**src/verilog/sch_defs.svh**
```systemverilog
// Constants of the system command handler: header codes, field values, timing.
// Assumes byte-wide framed messages arriving over a host link parser outside.
// Overview of operation
// [RQ1] Item write: header 21/09, id, offset, length, value; reply 61/09 with status.
// [RQ2] Six items 0300-0305; first four hold 2 bytes, last two 16 bytes.
// [RQ3] Written bytes land from the offset byte position inside the item.
// [RQ4] Four software timers, ids 0 to 3, each notifies the host on expiry.
// [RQ5] Timer arm: header 21/0A, id, 2-byte millisecond timeout; reply 61/0A status.
// [RQ6] Timer cancel: header 21/0B with id stops it; reply 61/0B status.
// [RQ7] Expired timer sends unsolicited 41/81 frame carrying its id.
// [RQ8] Random fetch 21/0C, no data; reply 61/0C with 16-bit random value.
// [RQ9] Converter read 21/0D channel codes 06, 07, 0B, 0E, 0F.
// [RQ10] Resolution codes 00..03 select 7, 9, 10, 12 bits.
// [RQ11] Result returned as 2-byte signed value under 61/0D; host drops low bits.
// [RQ12] Four pins controlled by 21/0E carrying operation byte and mask byte.
// [RQ13] Pins 0,1 at mask bits 0,1; pins 2,3 at bits 4,5; others ignored.
// [RQ14] Operation 00 sets direction: 0 input, 1 output.
// [RQ15] Operation 01 sets input style: 0 pull-up, 1 tri-state; pins 0,1 tri-state only.
// [RQ16] Operation 02 sets pins with mask 1; operation 03 clears pins with mask 0.
// [RQ17] Operation 04 toggles pins with mask 1; operation 05 only samples.
// [RQ18] Every pin operation replies 61/0E with pin states after the operation.
// [RQ19] Reset makes pins pull-up inputs; sleep keeps levels and configuration.
// [RQ20] Frame is length, type/subsystem byte, identifier byte, then data.
// [RQ21] Multi-byte fields go least significant byte first, fields left to right.
// [RQ22] Type 1 request, 2 async, 3 reply; reply reuses subsystem and identifier.
// [RQ23] Bad timer id or bad item or overrun gives failure status, no change.
// [RQ24] Pin operations above 05 leave pins alone but still reply with states.
`ifndef SCH_DEFS_SVH
`define SCH_DEFS_SVH

// --------------------------------------------------------------------------
// Header bytes
// --------------------------------------------------------------------------
`define SCH_HDR_REQ 8'h21
`define SCH_HDR_RSP 8'h61
`define SCH_HDR_ASY 8'h41
`define SCH_ID_NVW 8'h09
`define SCH_ID_TARM 8'h0A
`define SCH_ID_TCAN 8'h0B
`define SCH_ID_RND 8'h0C
`define SCH_ID_ADC 8'h0D
`define SCH_ID_PIN 8'h0E
`define SCH_ID_TEXP 8'h81
`define SCH_TYPE_LSB 5
`define SCH_TYPE_REQ 3'h1
`define SCH_TYPE_ASY 3'h2
`define SCH_TYPE_RSP 3'h3

// --------------------------------------------------------------------------
// Field values
// --------------------------------------------------------------------------
`define SCH_ITEM_BASE 16'h0300
`define SCH_ITEM_BIG 16'h0304
`define SCH_ITEM_LAST 16'h0305
`define SCH_ITEM_SMALL_SZ 8'h02
`define SCH_ITEM_BIG_SZ 8'h10
`define SCH_ST_OK 8'h00
`define SCH_ST_FAIL 8'h01
`define SCH_NUM_TIMERS 4
`define SCH_CH_ANALOG_ZERO 8'h06
`define SCH_CH_ANALOG_ONE 8'h07
`define SCH_CH_DIFF 8'h0B
`define SCH_CH_TEMP 8'h0E
`define SCH_CH_VDD 8'h0F
`define SCH_PIN_OP_MAX 8'h05
`define SCH_PIN_DIR_RST 4'h0
`define SCH_PIN_TRI_RST 4'h0
`define SCH_PIN_OUT_RST 4'h0

// --------------------------------------------------------------------------
// Timing
// --------------------------------------------------------------------------
`define SCH_CLK_MHZ 100
`define SCH_MS_US 1000
`define SCH_MS_CYCLES (`SCH_CLK_MHZ * `SCH_MS_US)

`endif

```
**src/verilog/sch_pkg.sv**
```systemverilog
// Types shared by the system command handler files.
// Assumes the constants header is compiled alongside.
package sch_pkg;

  typedef struct packed {
    logic valid;
    logic last;
    logic [7:0] data;
  } sch_byte_s;

  typedef enum logic [4:0] {
    SCH_OP_DIR = 5'b00001,
    SCH_OP_STYLE = 5'b00010,
    SCH_OP_SET = 5'b00100,
    SCH_OP_CLR = 5'b01000,
    SCH_OP_TGL = 5'b10000
  } sch_pinop_e;

  typedef struct packed {
    logic [3:0] dir;
    logic [3:0] tri_in;
    logic [3:0] level;
  } sch_pin_cfg_s;

endpackage : sch_pkg

```
**src/verilog/sch_item_mem.sv**
```systemverilog
// Byte store for the six application items, 40 bytes in total.
// Assumes the caller checks the address range before writing.
`timescale 1ns/10ps
module sch_item_mem import sch_pkg::*; #(
  parameter int DEPTH = 40
) (
  // Clock
  input wire logic clk,
  // Write side
  input wire logic wr_en,
  input wire logic [5:0] wr_addr,
  input wire logic [7:0] wr_data,
  // Read side
  input wire logic [5:0] rd_addr,
  output logic [7:0] rd_data
);

  logic [7:0] mem_q [DEPTH];

  always_ff @(posedge clk) begin
    if (wr_en) begin
      mem_q[wr_addr] <= wr_data;
    end
    rd_data <= mem_q[rd_addr];
  end

endmodule : sch_item_mem

```
**src/verilog/sch_timer_bank.sv**
```systemverilog
// Millisecond software timers with one-shot expiry flags held until taken.
// Assumes arm and cancel are single-cycle strobes from the command handler.
`timescale 1ns/10ps
`include "sch_defs.svh"
module sch_timer_bank import sch_pkg::*; #(
  parameter int NUM = 4,
  parameter int MS_CYCLES = `SCH_MS_CYCLES
) (
  // Clock and reset
  input wire logic clk,
  input wire logic rst_b,
  // Control
  input wire logic arm,
  input wire logic cancel,
  input wire logic [1:0] sel,
  input wire logic [15:0] timeout_ms,
  // Expiry, held until taken
  output logic [NUM-1:0] pending,
  input wire logic [NUM-1:0] taken
);

  typedef struct packed {
    logic [31:0] tick;
    logic [NUM-1:0] run;
    logic [NUM-1:0][15:0] left;
    logic [NUM-1:0] pend;
  } sch_tmr_s;

  sch_tmr_s s_q, s_d;
  logic tick_now;

  assign tick_now = (s_q.tick == 32'(MS_CYCLES - 1));
  assign pending = s_q.pend;

  always_comb begin
    s_d = s_q;
    s_d.tick = tick_now ? 32'h0 : s_q.tick + 32'h1;
    for (int i = 0; i < NUM; i++) begin
      if (taken[i]) begin
        s_d.pend[i] = 1'b0;
      end
      if (s_q.run[i] && tick_now) begin
        if (s_q.left[i] <= 16'h1) begin
          s_d.run[i] = 1'b0;
          s_d.pend[i] = 1'b1; // [RQ4]
        end else begin
          s_d.left[i] = s_q.left[i] - 16'h1;
        end
      end
      if (sel == 2'(i)) begin
        if (cancel) begin
          s_d.run[i] = 1'b0; // [RQ6]
        end
        if (arm) begin
          s_d.run[i] = 1'b1; // [RQ5]
          s_d.left[i] = timeout_ms;
        end
      end
    end
  end

  always_ff @(posedge clk or negedge rst_b) begin
    if (!rst_b) begin
      s_q <= '0;
    end else begin
      s_q <= s_d;
    end
  end

endmodule : sch_timer_bank

```
**src/verilog/sch_cmd_handler.sv**
```systemverilog
// System command handler: decodes request frames, answers with reply frames.
// Assumes a link layer delivers request bytes and accepts reply bytes.
`timescale 1ns/10ps
`include "sch_defs.svh"
module sch_cmd_handler import sch_pkg::*; #(
  parameter int MS_CYCLES = `SCH_MS_CYCLES
) (
  // Clock and reset
  input wire logic clk,
  input wire logic rst_b,
  // Request byte stream, length byte first
  input wire sch_pkg::sch_byte_s rx,
  output logic rx_ready,
  // Reply byte stream, length byte first
  output sch_pkg::sch_byte_s tx,
  input wire logic tx_ready,
  // Random source and converter
  input wire logic [15:0] rng_value,
  output logic adc_start,
  output logic [7:0] adc_channel,
  output logic [1:0] adc_resolution,
  input wire logic adc_done,
  input wire logic [15:0] adc_result,
  // Pins
  input wire logic [3:0] pin_in,
  output logic [3:0] pin_out,
  output logic [3:0] pin_oe,
  output logic [3:0] pin_pullup,
  // Power
  input wire logic sleep
);

  // --------------------------------------------------------------------------
  // State
  // --------------------------------------------------------------------------
  typedef enum logic [5:0] {
    ST_RX = 6'b000001,
    ST_EXEC = 6'b000010,
    ST_ADC = 6'b000100,
    ST_MEMWR = 6'b001000,
    ST_TX = 6'b010000,
    ST_DROP = 6'b100000
  } sch_state_e;

  typedef struct packed {
    sch_state_e st;
    logic [7:0] cnt;
    logic [7:0] len;
    logic [7:0] hdr0;
    logic [7:0] hdr1;
    logic [5:0][7:0] arg;
    logic [7:0] wr_base;
    logic [7:0] wr_left;
    logic nv_ok;
    logic [3:0][7:0] rsp;
    logic [2:0] rsp_n;
    logic [2:0] tx_i;
    logic adc_go;
    logic [7:0] adc_ch;
    logic [1:0] adc_res;
    sch_pin_cfg_s pin;
  } sch_main_s;

  sch_main_s s_q, s_d;
  logic tmr_arm, tmr_cancel;
  logic [3:0] tmr_pend, tmr_take;
  logic mem_we;
  logic [5:0] mem_addr;
  logic [7:0] mem_rd;
  logic [15:0] item_id;
  logic [7:0] item_sz, item_base, pin_mask, pin_op;
  logic [3:0] mask4, pin_now;

  // --------------------------------------------------------------------------
  // Helpers
  // --------------------------------------------------------------------------
  assign item_id = {s_q.arg[1], s_q.arg[0]}; // [RQ21]
  assign item_sz = (item_id >= `SCH_ITEM_BIG) ? `SCH_ITEM_BIG_SZ : `SCH_ITEM_SMALL_SZ; // [RQ2]
  assign item_base = (item_id >= `SCH_ITEM_BIG) ? 8'(8'h08 + 8'((item_id - `SCH_ITEM_BIG) << 4))
                                                : 8'((item_id - `SCH_ITEM_BASE) << 1);
  assign pin_op = s_q.arg[0];
  assign pin_mask = s_q.arg[1];
  assign mask4 = {pin_mask[5], pin_mask[4], pin_mask[1], pin_mask[0]}; // [RQ13]
  assign pin_now = (s_q.pin.dir & s_q.pin.level) | (~s_q.pin.dir & pin_in);
  // Bytes beyond the requested length are consumed but never stored
  assign mem_we = (s_q.st == ST_MEMWR) && rx.valid && s_q.wr_left != 8'h0;
  assign mem_addr = 6'(s_q.wr_base);

  assign rx_ready = (s_q.st == ST_RX) || (s_q.st == ST_MEMWR) || (s_q.st == ST_DROP);
  assign adc_start = s_q.adc_go;
  assign adc_channel = s_q.adc_ch;
  assign adc_resolution = s_q.adc_res;
  assign pin_out = s_q.pin.level;
  assign pin_oe = s_q.pin.dir; // [RQ19]
  assign pin_pullup = ~s_q.pin.dir & ~s_q.pin.tri_in;

  always_comb begin
    tx = '0;
    tmr_take = '0;
    if (s_q.st == ST_TX) begin
      tx.valid = 1'b1;
      tx.last = (s_q.tx_i == 3'(s_q.rsp_n + 3'h2));
      case (s_q.tx_i)
        3'h0: tx.data = {5'h0, s_q.rsp_n}; // [RQ20]
        3'h1: tx.data = s_q.hdr0;
        3'h2: tx.data = s_q.hdr1;
        default: tx.data = s_q.rsp[2'(s_q.tx_i - 3'h3)];
      endcase
      if (tx_ready && tx.last && s_q.hdr0 == `SCH_HDR_ASY) begin
        tmr_take[s_q.rsp[0][1:0]] = 1'b1;
      end
    end
  end

  // --------------------------------------------------------------------------
  // Sequencer
  // --------------------------------------------------------------------------
  always_comb begin
    s_d = s_q;
    s_d.adc_go = 1'b0;
    tmr_arm = 1'b0;
    tmr_cancel = 1'b0;
    case (s_q.st)
      ST_RX: begin
        if (|tmr_pend && s_q.cnt == 8'h0 && !rx.valid) begin
          s_d.hdr0 = `SCH_HDR_ASY; // [RQ7]
          s_d.hdr1 = `SCH_ID_TEXP;
          s_d.rsp_n = 3'h1;
          s_d.rsp[0] = tmr_pend[0] ? 8'h0 : tmr_pend[1] ? 8'h1 : tmr_pend[2] ? 8'h2 : 8'h3;
          s_d.tx_i = 3'h0;
          s_d.st = ST_TX;
        end else if (rx.valid) begin
          s_d.cnt = s_q.cnt + 8'h1;
          case (s_q.cnt)
            8'h0: s_d.len = rx.data;
            8'h1: s_d.hdr0 = rx.data;
            8'h2: s_d.hdr1 = rx.data;
            default: if (s_q.cnt < 8'h9) s_d.arg[3'(s_q.cnt - 8'h3)] = rx.data; // [RQ21]
          endcase
          // Item write executes once its length byte is in; values stream afterwards
          if (s_q.cnt == 8'h6 && s_q.hdr0 == `SCH_HDR_REQ && s_q.hdr1 == `SCH_ID_NVW) begin
            s_d.st = ST_EXEC;
          end else if (s_q.cnt >= 8'h2 && s_q.cnt == s_q.len + 8'h2) begin
            s_d.st = ST_EXEC;
          end
          if (rx.last && !(s_q.cnt >= 8'h2 && s_q.cnt == s_q.len + 8'h2) && s_d.st != ST_EXEC) begin
            s_d.cnt = 8'h0;
          end
        end
      end
      ST_EXEC: begin
        s_d.cnt = 8'h0;
        s_d.tx_i = 3'h0;
        s_d.rsp_n = 3'h1;
        s_d.rsp[0] = `SCH_ST_OK;
        s_d.st = ST_TX;
        s_d.hdr0 = {`SCH_TYPE_RSP, s_q.hdr0[4:0]}; // [RQ22]
        if (s_q.hdr0 != `SCH_HDR_REQ) begin
          s_d.st = ST_RX;
        end else begin
          case (s_q.hdr1)
            `SCH_ID_NVW: begin
              s_d.wr_base = item_base + s_q.arg[2];
              s_d.wr_left = s_q.arg[3];
              s_d.nv_ok = item_id >= `SCH_ITEM_BASE && item_id <= `SCH_ITEM_LAST
                          && {1'b0, s_q.arg[2]} + {1'b0, s_q.arg[3]} <= {1'b0, item_sz}; // [RQ23]
              s_d.st = (s_q.len > 8'h4) ? ST_MEMWR : ST_TX; // [RQ1]
              if (!(item_id >= `SCH_ITEM_BASE && item_id <= `SCH_ITEM_LAST
                    && {1'b0, s_q.arg[2]} + {1'b0, s_q.arg[3]} <= {1'b0, item_sz})) begin
                s_d.rsp[0] = `SCH_ST_FAIL;
              end
            end
            `SCH_ID_TARM, `SCH_ID_TCAN: begin
              if (s_q.arg[0] >= 8'(`SCH_NUM_TIMERS)) begin
                s_d.rsp[0] = `SCH_ST_FAIL; // [RQ23]
              end else begin
                tmr_arm = (s_q.hdr1 == `SCH_ID_TARM); // [RQ5]
                tmr_cancel = (s_q.hdr1 == `SCH_ID_TCAN); // [RQ6]
              end
            end
            `SCH_ID_RND: begin
              s_d.rsp_n = 3'h2; // [RQ8]
              s_d.rsp[0] = rng_value[7:0];
              s_d.rsp[1] = rng_value[15:8];
            end
            `SCH_ID_ADC: begin
              s_d.adc_ch = s_q.arg[0]; // [RQ9]
              s_d.adc_res = s_q.arg[1][1:0]; // [RQ10]
              s_d.adc_go = 1'b1;
              s_d.st = ST_ADC;
            end
            `SCH_ID_PIN: begin // [RQ12]
              if (pin_op <= `SCH_PIN_OP_MAX) begin
                case (pin_op[2:0])
                  3'h0: s_d.pin.dir = mask4; // [RQ14]
                  3'h1: s_d.pin.tri_in = mask4 | 4'h3; // [RQ15]
                  3'h2: s_d.pin.level = s_q.pin.level | mask4; // [RQ16]
                  3'h3: s_d.pin.level = s_q.pin.level & mask4; // [RQ16]
                  3'h4: s_d.pin.level = s_q.pin.level ^ mask4; // [RQ17]
                  default: s_d.pin = s_q.pin; // [RQ17]
                endcase
              end // [RQ24]
              s_d.rsp[0] = {2'b00, pin_now[3], pin_now[2], 2'b00, pin_now[1], pin_now[0]}; // [RQ18]
              if (pin_op[2:0] != 3'h5 || pin_op > `SCH_PIN_OP_MAX) begin
                s_d.st = ST_EXEC;
                s_d.hdr0 = s_q.hdr0;
                s_d.hdr1 = `SCH_ID_PIN;
                s_d.arg[0] = `SCH_PIN_OP_MAX;
              end
            end
            default: s_d.st = ST_RX;
          endcase
        end
      end
      ST_ADC: begin
        if (adc_done) begin
          s_d.rsp_n = 3'h2; // [RQ11]
          s_d.rsp[0] = adc_result[7:0];
          s_d.rsp[1] = adc_result[15:8];
          s_d.st = ST_TX;
        end
      end
      ST_MEMWR: begin
        if (rx.valid) begin
          s_d.wr_base = s_q.wr_base + 8'h1; // [RQ3]
          s_d.wr_left = s_q.wr_left - 8'h1;
          if (rx.last || s_q.wr_left <= 8'h1) begin
            s_d.st = rx.last ? ST_TX : ST_DROP;
          end
        end
      end
      ST_DROP: begin
        if (rx.valid && rx.last) begin
          s_d.st = ST_TX;
        end
      end
      ST_TX: begin
        if (tx_ready) begin
          s_d.tx_i = s_q.tx_i + 3'h1;
          if (tx.last) begin
            s_d.st = ST_RX;
            s_d.cnt = 8'h0;
          end
        end
      end
      default: s_d.st = ST_RX;
    endcase
  end

  always_ff @(posedge clk or negedge rst_b) begin
    if (!rst_b) begin
      s_q <= '0;
      s_q.st <= ST_RX;
      s_q.pin <= '{dir: `SCH_PIN_DIR_RST, tri_in: `SCH_PIN_TRI_RST, level: `SCH_PIN_OUT_RST}; // [RQ19]
    end else begin
      s_q <= s_d;
    end
  end

  // --------------------------------------------------------------------------
  // Sub-blocks
  // --------------------------------------------------------------------------
  sch_item_mem #(.DEPTH(40)) u_mem (
    .clk(clk),
    .wr_en(mem_we && s_q.nv_ok),
    .wr_addr(mem_addr),
    .wr_data(rx.data),
    .rd_addr(mem_addr),
    .rd_data(mem_rd)
  );

  sch_timer_bank #(.NUM(4), .MS_CYCLES(MS_CYCLES)) u_tmr (
    .clk(clk),
    .rst_b(rst_b),
    .arm(tmr_arm),
    .cancel(tmr_cancel),
    .sel(s_q.arg[0][1:0]),
    .timeout_ms({s_q.arg[2], s_q.arg[1]}),
    .pending(tmr_pend),
    .taken(tmr_take)
  );

endmodule : sch_cmd_handler

```
**config.mk**
```make
export PLATFORM = sky130hd
export DESIGN_NAME = sch_cmd_handler
export DESIGN_NICKNAME = d
export VERILOG_FILES = /design/src/verilog/sch_pkg.sv /design/src/verilog/sch_item_mem.sv /design/src/verilog/sch_timer_bank.sv /design/src/verilog/sch_cmd_handler.sv
export VERILOG_INCLUDE_DIRS = /design/src /design/src/verilog
export SDC_FILE = /design/constraint.sdc
export NUM_CORES = 1
export LEC_CHECK = 0
export BUFFER_PORTS_ARGS = -buffer_cell sky130_fd_sc_hd__buf_2
export CORE_MARGIN = 10
export CORE_UTILIZATION = 50
export DETAILED_ROUTE_END_ITERATION = 12
export GPL_ROUTABILITY_DRIVEN = 0
export GPL_TIMING_DRIVEN = 0
export HOLD_SLACK_MARGIN = 0.1
export PLACE_DENSITY = 0.77
export SLEW_MARGIN = 20
export SYNTH_ARGS = -nofsm -noshare
export SYNTH_HDL_FRONTEND = slang
export SYNTH_SLANG_ARGS = --single-unit
```
**constraint.sdc**
```tcl
create_clock -name clk -period 7.27 [get_ports clk]
set_clock_uncertainty 0.2 [all_clocks]
set_input_delay 0.3635 -clock clk [delete_from_list [all_inputs] [get_ports clk]]
set_output_delay 0.3635 -clock clk [all_outputs]
set_load 0.02 [all_outputs]
```
-- Word-level counts from Yosys, hierarchy flattened
Index checks and enable logic that the tools add are counted.
- register bits: 252
- output and inout bits: 34
- equality and inequality tests: 52
- bitwise operators: 13
- reduce and logical (&&, ||, !) cells: 57
- order comparisons: 20
- multiplexer cells: 133
- $add $sub $neg: 18
- operators with widths (operator ; count):
    $mux 16 ; 22
    $mux 48 ; 2
    $mux 8 ; 11
    $mux 86 ; 1
    $mux 6 ; 12
    $le 16x1->1 const B ; 4
    $pmux 16 s2 ; 2
    $sub 16x1->16 const B ; 4
    $bwmux 48 ; 1
    $eq 8x4->1 const B ; 6
    $pmux 8 s3 ; 2
    $mux 23 ; 2
    $mux 1 ; 44
    $mux 14 ; 3
    $mux 19 ; 2
    $pmux 6 s6 ; 1
    $pmux 11 s3 ; 1
    $add 32x1->32 const B ; 1
    $eq 32x17->1 const B ; 1
    $ge 16x10->1 const B ; 2
    $mux 32 ; 1
    $pmux 8 s2 ; 2
    $pmux 8 s4 ; 1
    $mux 25 ; 1
    86 further kinds ; 164

-- Depth between registers and ports, before layout
Gate-level depths: netlist of run 1.
- word-level depth: 14
- depth in mapped cells: 11
- depth with buffers taken out: 9

-- Cells and area by module
Synthesis of run 1 repeated with hierarchy kept, for this count alone.
- cells, all modules: 1422
- area total of the unflattened synthesis: 13506.7 µm²
- modules (own cells, without submodules) (module ; instances ; seq. area each (µm²) ; area each (µm²) ; cells each):
    sch_cmd_handler ; 1 ; 3029.2 ; 7656.1 ; 809
    sch_timer_bank ; 1 ; 2602.5 ; 5850.6 ; 613

-- Worst setup path after synthesis of run 1
Ideal clock, no wire load.
- path type: register to register
- from: register s_q (netlist bit pin_op[7])
- to: register u_tmr.s_q[61] in the netlist's numbering
- data required time: 6947 ps
- data arrival time: 2426 ps
- clock period less this slack: 2749 ps
- buffers on the path: 1
- setup time: 123 ps
- setup slack: 4521 ps
- stages on the path, launching flop included: 9
- cells stage by stage: dfrtp_1 > or4_4 > or4_4 > or4_4 > nor2_4 > nand2_2 > buf_6 > nor2_1 > a21oi_1
- RTL lines (what ; RTL line ; RTL):
    from (decl) ; sch_cmd_handler.sv:64 ; sch_main_s s_q, s_d;
    to (signal assigned) ; sch_timer_bank.sv:64 ; s_q <= '0;
    to (signal assigned) ; sch_timer_bank.sv:66 ; s_q <= s_d;
    to (decl) ; sch_timer_bank.sv:29 ; sch_tmr_s s_q, s_d;

-- Final worst setup path of run 1
- from: register s_q[137] in the netlist's numbering
- to: register s_q[37] in the netlist's numbering
- cells in the longest elaborated chain, start to end: 3
- RTL lines (what):
    $ne 8x6->1 (no line)
    $ne 2x2->1 (no line)
    $reduce_and 4->1 (no line)
Every way passes these cells.
A chain may end at the register's enable or synchronous reset.

==> reports/metrics.cfg, run 1 <==
[drt]
drt_iter0_markers = 1168
num_vias = 11300
antenna_left = 0
wirelength_mm = 35.9
dr.pass1.iters = 6
routed_via_density = 6.04
drc = 0
wl_per_cell_microns = 19.2

[worst_setup_path]
rrSetupSlack_ns = 3.13
critPathTopFamily = simple AND/OR/NAND/NOR gates
worst_ep_arrival_time_ns = 4.34
crit_top_cell = nand2_1
critPathRequiredTime_ns = 7.47
path_cells = nor4b_1 > nand2_1 > nor3_2 > nand2_1 > o21ai_1 > clkbuf_1 > a31oi_1 > dlygate4sd3_1
worst-path-buf-inv = 2
r2r-start = s_q[137]$_DFFE_PN0P_
slowest_stage = dlygate4sd3_1
cp_max_fo = 10
path_class = register to register
end_kind = register
crit_path_max_incr_delay_ns = 0.59
cp-start-kind = register
crit_path_start = s_q[137]$_DFFE_PN0P_

[logic_synthesis]
synth.net_count = 1464
synthFlopType = dfrtp_1
synth_edf_count = 0
synth_area_sq_um = 12800
netlist_top_cells_area = dfrtp_1, mux2_2, nor2_1
synth.avg_cell_area_sq_um = 9.29
synth.distinct_cells = 71
synth_largest_type_area_fraction_pct = 43.9
synthCells = 1375
synth_seq_cells = 225
synth-async-reset-ratio_pct = 100
ys_warn_count = 0
yosysTopAreaCell = dfrtp_1
ys_seq_area_share_pct = 44.1

[pwr]
p_leak_nw = 6.80
finalPower_w = 0.00378
p_per_area_nw_per_um2 = 254
irDropWorstVdd_mv = 0.208

[die]
pin_count = 85
die_area_sq_um = 32300
die_height_microns = 180
coreArea_sq_um = 25200
start_util_pct = 50.7
die_x_microns = 180
rows = 58

[layout]
num_antenna_cells = 0
mostFrequentLayoutCell = dfrtp_1
multi_input_area_sq_um = 6640
final_cell_mix = dfrtp_1, nor2_1, nand2_1
layout-drive-gt1-share_pct = 14.5
seqCellArea_sq_um = 5630
syn2layout_area_growth_pct = 16.7
layout.nets = 1615
fillers = 2108
instances_no_fill = 1873
final_cell_area_sq_um = 14900

[timing]
rsz0062_at_grt = no
tightestPinTransition_ns = 0.927
slew_headroom_pct = 37.6
hold_violations = 0
period_share_pct = 56.9
finalCriticalPeriod_ns = 4.14
timing.fmax_ghz = 0.242
finalSetupViolations = 0
hold_ws_ns = 0.120
slew_violations = 0
finalSetupTns_ns = 0

[clocking]
cts_root_buf = clkbuf_16
ctsLongestPathBuffers = 3
cts_tree = done
cts_setup_buffers = 0
htreeDepth = 1
clock_sinks = 225
clock_latency_ns = 0.52
cts_buffers = 24
path_clk_slew_ns = 0.06

[run]
drv_cap = 0

[hold_path]
min_path_type = primary input to register
min-delay-start = adc_result[0]

[global_route]
grtUsageTotal_pct = 21.3
grt_max_degree = 87
grt_pass1_vias = 11100
antenna_found_initial = 1
grt_pass1_wl_mm = 58.2
grt_overflow_total = 0

[place]
dp.cells = 1789
postPlaceCellArea_sq_um = 13700
hpwl_mm = 24.9
io_buffer_count = 82

[outcome]
outcome = completed

==> worst paths after layout <==
| path | to | cells after the start |
|---|---|---|
| worst min register to register | u_tmr.s_q[103]$_DFF_PN0_ | 1 |
| min in group asynchronous | u_tmr.s_q[99]$_DFF_PN0_ | 2 |
| worst max-delay path | s_q[37]$_DFFE_PN0P_ | 8 |
| worst min-delay path | s_q[29]$_DFFE_PN0P_ | 5 |
| max in group asynchronous | u_tmr.s_q[17]$_DFF_PN0_ | 3 |
| worst max register to register | s_q[37]$_DFFE_PN0P_ | 8 |
==> where the power goes <==
part	total, W	internal, W	switching [W]
combinational	0.000958	0.000360	0.000599
sequential	0.00152	0.00137	0.000157
clock	0.00130	0.000795	0.000504
==> what timing repair did <==
action | in CTS | in global routing
gates resized for setup | 0 | 0
hold buffers | 41 | 0
hold endpoints to repair | 127 | 0
setup endpoints to repair | 0 | 0
==> sequential cells by signal, summed over array words and instances, names as in the netlist <==
signal	cells
adc_channel	8
s_q	86
pin_mask	8
pin_out	4
adc_resolution	2
u_tmr.pending	4
adc_start	1
pin_op	8
pin_oe	4
u_tmr.s_q	100
==> logic make-up (layout without fill, tap and decap cells) <==
group | Yosys count | after routing | synth area share (%)
adder cells (fa/ha/maj) | 38 | 38 | 3.78
multiplexers | 73 | 73 | 6.24
flip-flops | 225 | 225 | 44.1
XOR/XNOR | 93 | 93 | 6.38
AO/OA/AOI/OAI | 301 | 301 | 14.3
AND/OR/NAND/NOR | 536 | 536 | 21.2
buffers and inverters | 109 | 277 | 3.97
==> per-stage QoR <==
step                worst slack, ns  util, %
floorplan                      4.52        -
global placement               1.72     54.0
detailed placement             4.00     54.3
CTS                            3.41     59.2
global route                   3.00     59.2
finish                         3.13     59.2
==> layer usage <==
| metal | track usage (%) | wire length [microns] | up-vias |
|---|---|---|---|
| met3 | 3.31 | 2430 | 96 |
| met2 | 35.4 | 17200 | 460 |
| met4 | 7.54 | 1260 | 2 |
| li1 | - | - | 5242 |
| met5 | 0 | 13 | - |
| met1 | 27.5 | 15000 | 5516 |
==> final cells by class <==
type                    count  area share [%]
inverters                  41            1.03
well taps                 330            2.77
flip-flops and latches    225            37.8
clock inverters             5           0.671
repair buffers            125            5.94
plain buffers              68            2.37
multi-input cells        1041            44.5
clock buffers              38            4.92
==> Yosys cell counts, drive strengths merged (17+ instances only) <==
| cell type | count |
|---|---|
| xnor2 | 64 |
| xor2 | 29 |
| a21oi | 104 |
| mux2 | 53 |
| nor3 | 44 |
| nand4 | 19 |
| buf | 28 |
| ha | 37 |
| inv | 40 |
| nor4 | 31 |
| nand3 | 44 |
| or3 | 17 |
| o21ai | 88 |
| dfrtp | 224 |
| nor2 | 160 |
| clkbuf | 40 |
| mux2i | 20 |
| nand2 | 117 |
| and3 | 22 |
==> tightest hold or removal path, stage by stage <==
cell     delay (ns)
buf_2          0.09
a21o_1         0.10
mux2_2         0.16
a21oi_1        0.04
nand2_1        0.05
Note: power is estimated with default switching activity, not from simulation.
==> run 2, diff against run 1 <==
Settings changed: ABC_AREA set to 1, PLACE_DENSITY 0.77 to 0.79.
Clock period 7.27 ns to 3.4 ns, I/O delays scaled along.
==> run 2 against run 1 <==
Synthesized cell count is 43% higher. Register-to-register slack got worse by 3.0 ns. Fmax up 28%. Power increased by 130%. Setup slack worse by 3.0 ns. Cell area grew 14%. Via count increased by 29%. Critical path type unchanged.
==> reports/metrics.cfg, run 2 <==
[timing]
hold_violations = 0  ; unchanged
finalSetupViolations = 0  ; unchanged
finalCriticalPeriod_ns = 3.24  ; -0.896 ns
rsz0062_at_grt = no
period_share_pct = 95.3  ; +38 points
slew_violations = 0  ; unchanged
slew_headroom_pct = 53.9  ; +16 points
finalSetupTns_ns = 0  ; unchanged
hold_ws_ns = 0.265  ; +0.145 ns
timing.fmax_ghz = 0.309  ; +28%
tightestPinTransition_ns = 0.686  ; -0.241 ns

[clocking]
cts_tree = done
clock_sinks = 225  ; unchanged
cts_buffers = 26  ; +8.3%
cts_root_buf = clkbuf_16
cts_setup_buffers = 0  ; unchanged
clock_latency_ns = 0.56  ; +0.04 ns
htreeDepth = 1  ; unchanged
ctsLongestPathBuffers = 3  ; unchanged
path_clk_slew_ns = 0.06  ; about the same

[pwr]
sw_frac_of_total_pct = 35.5  ; +2.2 points
switchingPower_w = 0.00302  ; +140%
combPwrFrac_pct = 25.3  ; about the same
p_per_area_nw_per_um2 = 501  ; +98%
clockPowerShare_pct = 36.4  ; +2.0 points
internal_power_w = 0.00549  ; +120%
seqPwrFrac_pct = 38.3  ; -2.0 points
irDropWorstVdd_mv = 0.489  ; +130%
p_leak_nw = 8.61  ; +27%

[hold_path]
min_path_type = primary input to register
min-delay-start = rng_value[14]

[logic_synthesis]
netlist_top_cells_area = dfrtp_1, nand2_1, inv_1
ys_seq_area_share_pct = 38.9  ; -5.2 points
synthCells = 1971  ; +43%
ys_warn_count = 0  ; unchanged
synth.most_common_cell = nand2_1
synth.net_count = 2060  ; +41%
synth.distinct_cells = 62  ; -13%
synth_seq_cells = 225  ; unchanged
synthFlopType = dfrtp_1
yosysTopAreaCell = dfrtp_1
synth_edf_count = 0  ; unchanged
synth_largest_type_area_fraction_pct = 38.7  ; -5.2 points
synth_area_sq_um = 14500  ; +13%
synth-async-reset-ratio_pct = 100  ; unchanged
synth.avg_cell_area_sq_um = 7.35  ; -21%
synth_commonest_cells = nand2_1, inv_1, dfrtp_1

[global_route]
antenna_found_initial = 1  ; unchanged
grt_max_degree = 88  ; +1.1%
grt_pass1_wl_mm = 71.5  ; +23%
grtUsageTotal_pct = 23.7  ; +2.5 points
grt_overflow_total = 0  ; unchanged
grt_pass1_vias = 14200  ; +28%

[layout]
layout.nets = 2225  ; +38%
fillers = 2474  ; +17%
multi_input_area_sq_um = 7510  ; +13%
layout-drive-gt1-share_pct = 12.4  ; -2.1 points
reg_top3 = u_tmr.s_q x100, s_q x86
final_cell_mix = nand2_1, inv_1, dfrtp_1
largest_reg_flops = 100  ; unchanged
mostFrequentLayoutCell = nand2_1
seqCellArea_sq_um = 5630  ; unchanged
regMostFlops = u_tmr.s_q
syn2layout_area_growth_pct = 17.1

[run]
drv_cap = 0  ; unchanged

[die]
pin_count = 85  ; unchanged
start_util_pct = 50.6  ; -0.097 points
die_x_microns = 190  ; +5.8%
coreArea_sq_um = 28600  ; +14%
rows = 62  ; +6.9%
die_height_microns = 190  ; +5.8%
die_area_sq_um = 36200  ; +12%

[worst_setup_path]
path_class = register to register
crit_path_start = s_q[150]$_DFFE_PN0P_
end_kind = register
critPathRequiredTime_ns = 3.61  ; -3.86 ns
cp_max_fo = 9  ; -1
cp-start-kind = register
r2r-start = s_q[150]$_DFFE_PN0P_
worst_ep_arrival_time_ns = 3.45  ; -0.89 ns

[place]
io_buffer_count = 83  ; +1.2%
hpwl_mm = 31.6  ; +26%

[drt]
antenna_left = 0  ; unchanged
num_vias = 14600  ; +29%
wl_per_cell_microns = 17.5  ; -8.9%
wirelength_mm = 44.4  ; +24%
routed_via_density = 5.72  ; -5.3%
drc = 0  ; unchanged
dr.pass1.iters = 5  ; -1
drt_iter0_markers = 1414  ; +21%

[outcome]
outcome = completed

## run 2: logic make-up after synthesis
| logic type | count (synthesis) | synth area share, % |
|---|---|---|
| xor+xnor | 82 | 4.95 |
| buf+inv | 323 | 9.48 |
| flops | 225 | 38.9 |
| compound gates | 287 | 11.7 |
| mux | 1 | 0.0691 |
| simple gates | 1015 | 31.6 |
| fa+ha+maj | 38 | 3.33 |
## run 2: worst max-delay path, cell delays in order, from the launching register on
cell           delay [ns]
dfrtp_1              0.45
inv_1                0.26
ha_1                 0.21
nand2_2              0.07
nor2_4               0.14
nand2_2              0.11
nor2_4               0.14
inv_2                0.05
nand2_1              0.11
inv_2                0.09
nor3_4               0.32
inv_2                0.12
nor2_1               0.16
a21oi_1              0.10
dlygate4sd3_1        0.58
## run 2: path summary, 6_finish.rpt
path | end | slack (ns) | cells past startpoint
setup / recovery | s_q[29]$_DFFE_PN0P_ | 0.16 | 14
hold / removal | s_q[43]$_DFFE_PN0P_ | 0.27 | 4
setup reg to reg | s_q[29]$_DFFE_PN0P_ | 0.16 | 14
hold reg to reg | u_tmr.s_q[72]$_DFF_PN0_ | 0.28 | 1
max in group asynchronous | s_q[26]$_DFFE_PN0P_ | 1.99 | 4
min in group asynchronous | u_tmr.s_q[34]$_DFF_PN0_ | 0.55 | 4
## run 2: power groups by stage
stage	sequential [W]	clock [W]	combinational, W
after floorplan	0.00315	0	0.00149
after global placement	0.00328	0	0.00192
after detailed placement	0.00328	0	0.00201
after CTS	0.00324	0.00312	0.00207
after global routing	0.00329	0.00323	0.00239
final	0.00326	0.00310	0.00215
## run 2: through the flow
step	total power, W	setup WS [ns]	util (%)	instances	cell area (sq um)
3_3_place_gp	0.00520	-1.94	53.8	2438	15400
5_1_grt	0.00890	0.0215	59.3	2541	17000
2_1_floorplan	0.00464	1.04	-	1971	14500
3_5_place_dp	0.00529	0.743	54.0	2440	15500
4_1_cts	0.00843	0.185	59.2	2540	16900
6_report	0.00851	0.159	59.3	2543	17000
## run 2: metal layers
layer  vias up  GRT usage [%]  part of all wire, %
met5         -              0                    0
met4         0           9.06                  3.9
met3       157           3.91                  8.7
met2       746           40.2                   48
met1      6863           29.8                   40
li1       6789              -                    -
## run 2: cell type report
type	count	area share [%]
tap	384	2.83
buffer	61	2.24
antenna	3	0.0442
timing repair buffer	137	6.00
clock buffer	30	4.16
clock inverter	18	1.47
inverter	262	5.85
sequential	225	33.2
multi-input combinational	1423	44.2
## run 2: what timing repair did
item	in CTS	in global routing
endpoints found under the hold margin	316	0
hold buffers	52	0
resized for setup	0	6
endpoints found under the setup margin	0	9
==> run 3, diff against run 2 <==
==> constraint.sdc (replaced) <==
create_clock -name clk -period 3.4 [get_ports clk]
set_clock_uncertainty 0.2 [all_clocks]
set_input_delay 0.51 -clock clk [delete_from_list [all_inputs] [get_ports clk]]
set_output_delay 0.51 -clock clk [all_outputs]
set_load 0.02 [all_outputs]
==> run 3 against run 2 <==
Global-route usage decreased by 0.23 points. Sequential share of layout area increased by 0.51 points. Wire length decreased by 0.59%. Fmax increased by 0.31%. Combinational power about the same. Via count decreased by 1.1%. First-iteration DRC count increased by 0.14%. Hold slack got worse by 0.17 ns. Clock power about the same. Cell count decreased by 1.0%. Setup slack improved by 0.010 ns. Utilization decreased by 0.90 points. Critical endpoint is now s_q[43]$_DFFE_PN0P_.
==> reports/metrics.cfg, run 3 (same netlist as run 2, synthesis figures left out) <==
[outcome]
outcome = completed

[layout]
layout.nets = 2202  ; -1.0%
largest_reg_flops = 100  ; unchanged
fillers = 2520  ; +1.9%
regMostFlops = u_tmr.s_q
instances_no_fill = 2517  ; -1.0%
mostFrequentLayoutCell = nand2_1
layout-drive-gt1-share_pct = 12.5  ; +0.13 points
seqCellArea_sq_um = 5630  ; unchanged
syn2layout_area_growth_pct = 15.4
utilization_pct = 58.4  ; -0.90 points
reg_top3 = u_tmr.s_q x100, s_q x86
multi_input_area_sq_um = 7520  ; +0.12%
final_cell_mix = nand2_1, inv_1, dfrtp_1
num_antenna_cells = 0  ; -3

[drt]
m1WireLength_mm = 17.6  ; about the same
wirelength_mm = 44.1  ; -0.59%
top_layer = met4
wl_per_cell_microns = 17.5  ; +0.44%
dr.pass1.iters = 7  ; +2
num_vias = 14400  ; -1.1%
antenna_left = 0  ; unchanged
dr_wl_met2_mm = 21.0  ; -0.93%
routed_via_density = 5.72  ; about the same
drc = 0  ; unchanged
dr_wl_met3_mm = 3.89  ; +0.60%
drt_iter0_markers = 1416  ; +0.14%

[timing]
hold_violations = 0  ; unchanged
setup_ws_ns = 0.169  ; +0.0101 ns
period_share_pct = 95.0  ; -0.30 points
finalSetupViolations = 0  ; unchanged
timing.fmax_ghz = 0.309  ; +0.31%
slew_violations = 0  ; unchanged
finalCriticalPeriod_ns = 3.23  ; -0.0101 ns
tightestPinTransition_ns = 0.686  ; -0.000634 ns
finalSetupTns_ns = 0  ; unchanged
rsz0062_at_grt = no
slew_headroom_pct = 53.9  ; about the same

[worst_setup_path]
crit_path_max_incr_delay_ns = 0.58  ; about the same
slowest_stage = dlygate4sd3_1
path_cells = nor2_1 > nand3_2 > nor2_8 > inv_4 > nor2_4 > inv_4 > nor4_4 > nor2_2 > nor2_4 > buf_6 > a31oi_1 > dlygate4sd3_1
cp-start-kind = register
critPathRequiredTime_ns = 3.62  ; about the same
path_class = register to register
worst_ep_arrival_time_ns = 3.45  ; about the same
end_kind = register
cp_max_fo = 10  ; +1

[die]
rows = 62  ; unchanged
die_height_microns = 190  ; unchanged
die_area_sq_um = 36200  ; unchanged
pin_count = 85  ; unchanged
die_x_microns = 190  ; unchanged
start_util_pct = 50.6  ; unchanged
coreArea_sq_um = 28600  ; unchanged

[pwr]
finalPower_w = 0.00849  ; -0.33%
p_leak_nw = 8.50  ; -1.2%
irDropWorstVdd_mv = 0.484  ; -1.1%
p_per_area_nw_per_um2 = 507  ; +1.2%

[place]
io_buffer_count = 83  ; unchanged
pre_cts_slack_ns = 0.403  ; -0.340 ns
dp.cells = 2440  ; unchanged
hpwl_mm = 31.6  ; unchanged

[global_route]
grt_pass1_wl_mm = 70.7  ; -1.1%
grtUsageTotal_pct = 23.5  ; -0.23 points
grt_overflow_total = 0  ; unchanged
antenna_found_initial = 0  ; -1
grt_pass1_vias = 14000  ; -1.3%
grt_max_degree = 88  ; unchanged

[hold_path]
min_path_type = primary input to register

[clocking]
path_clk_slew_ns = 0.06  ; about the same
cts_root_buf = clkbuf_16
htreeDepth = 1  ; unchanged
cts_tree = done
ctsLongestPathBuffers = 3  ; unchanged
clock_sinks = 225  ; unchanged
clock_latency_ns = 0.56  ; about the same
cts_buffers = 26  ; unchanged

[run]
drv_cap = 0  ; unchanged

-- run 3: cell types whose count changed in the layout (fill, tap and decap cells not counted), moves of 2 or more --
cell           before  now
buf_4              20   22
diode_2             3    0
dlygate4sd3_1      51   26
nor2_2              5    3
-- run 3: path summary, 6_finish.rpt --
| check | from | endpoint | slack (ns) | cells past startpoint |
|---|---|---|---|---|
| worst max-delay path | s_q[137]$_DFFE_PN0P_ | s_q[43]$_DFFE_PN0P_ | 0.17 | 12 |
| worst min-delay path | adc_result[3] | s_q[32]$_DFFE_PN0P_ | 0.1 | 3 |
| worst max register to register | s_q[137]$_DFFE_PN0P_ | s_q[43]$_DFFE_PN0P_ | 0.17 | 12 |
| worst min register to register | u_tmr.s_q[72]$_DFF_PN0_ | u_tmr.s_q[72]$_DFF_PN0_ | 0.27 | 1 |
| max in group asynchronous | rst_b | s_q[26]$_DFFE_PN0P_ | 1.76 | 3 |
| min in group asynchronous | rst_b | u_tmr.s_q[81]$_DFF_PN0_ | 0.32 | 2 |
-- run 3: per-stage QoR --
stage               hold WS [ns]  instance area [sq um]
floorplan                 0.0144                  14500
global placement           0.250                  15400
detailed placement         0.260                  15500
CTS                        0.105                  16700
global route               0.108                  16700
finish                    0.0971                  16700
-- run 3: layout make-up --
class	count	area share [%]
buffer	61	2.27
sequential	225	33.7
timing repair buffer	113	4.52
clock buffer	30	4.22
tap	384	2.87
multi-input combinational	1424	45.0
inverter	262	5.96
clock inverter	18	1.49
-- run 3: what timing repair did --
action | CTS | global route
hold buffers | 26 | 0
buffers inserted | 0 | 2
resized for setup | 2 | 4
setup endpoints to repair | 8 | 8
gates cloned | 0 | 1
endpoints found under the hold margin | 89 | 0
pin swaps | 0 | 2
-- run 3: critical path, delay by kind of cell (launching register included) --
kind            cells  cell delay (ns)
compound gates      1             0.11
buf+inv             4             0.92
simple gates        7             1.44
flops               1             0.43
-- run 3: where the power goes --
| part | leakage (nW) | total (W) | internal [W] | switching, W |
|---|---|---|---|---|
| sequential | 3.01 | 0.00326 | 0.00291 | 0.000358 |
| combinational | 5.03 | 0.00212 | 0.000691 | 0.00143 |
| clock | 0.464 | 0.00310 | 0.00188 | 0.00122 |
| total | 8.50 | 0.00849 | 0.00548 | 0.00301 |
-- run 3: layer usage --
metal / GRT usage (%) / vias to the layer above
met5: 0 / -
met4: 8.27 / 0
met3: 3.80 / 152
met2: 39.7 / 742
met1: 29.9 / 6753
li1: - / 6746
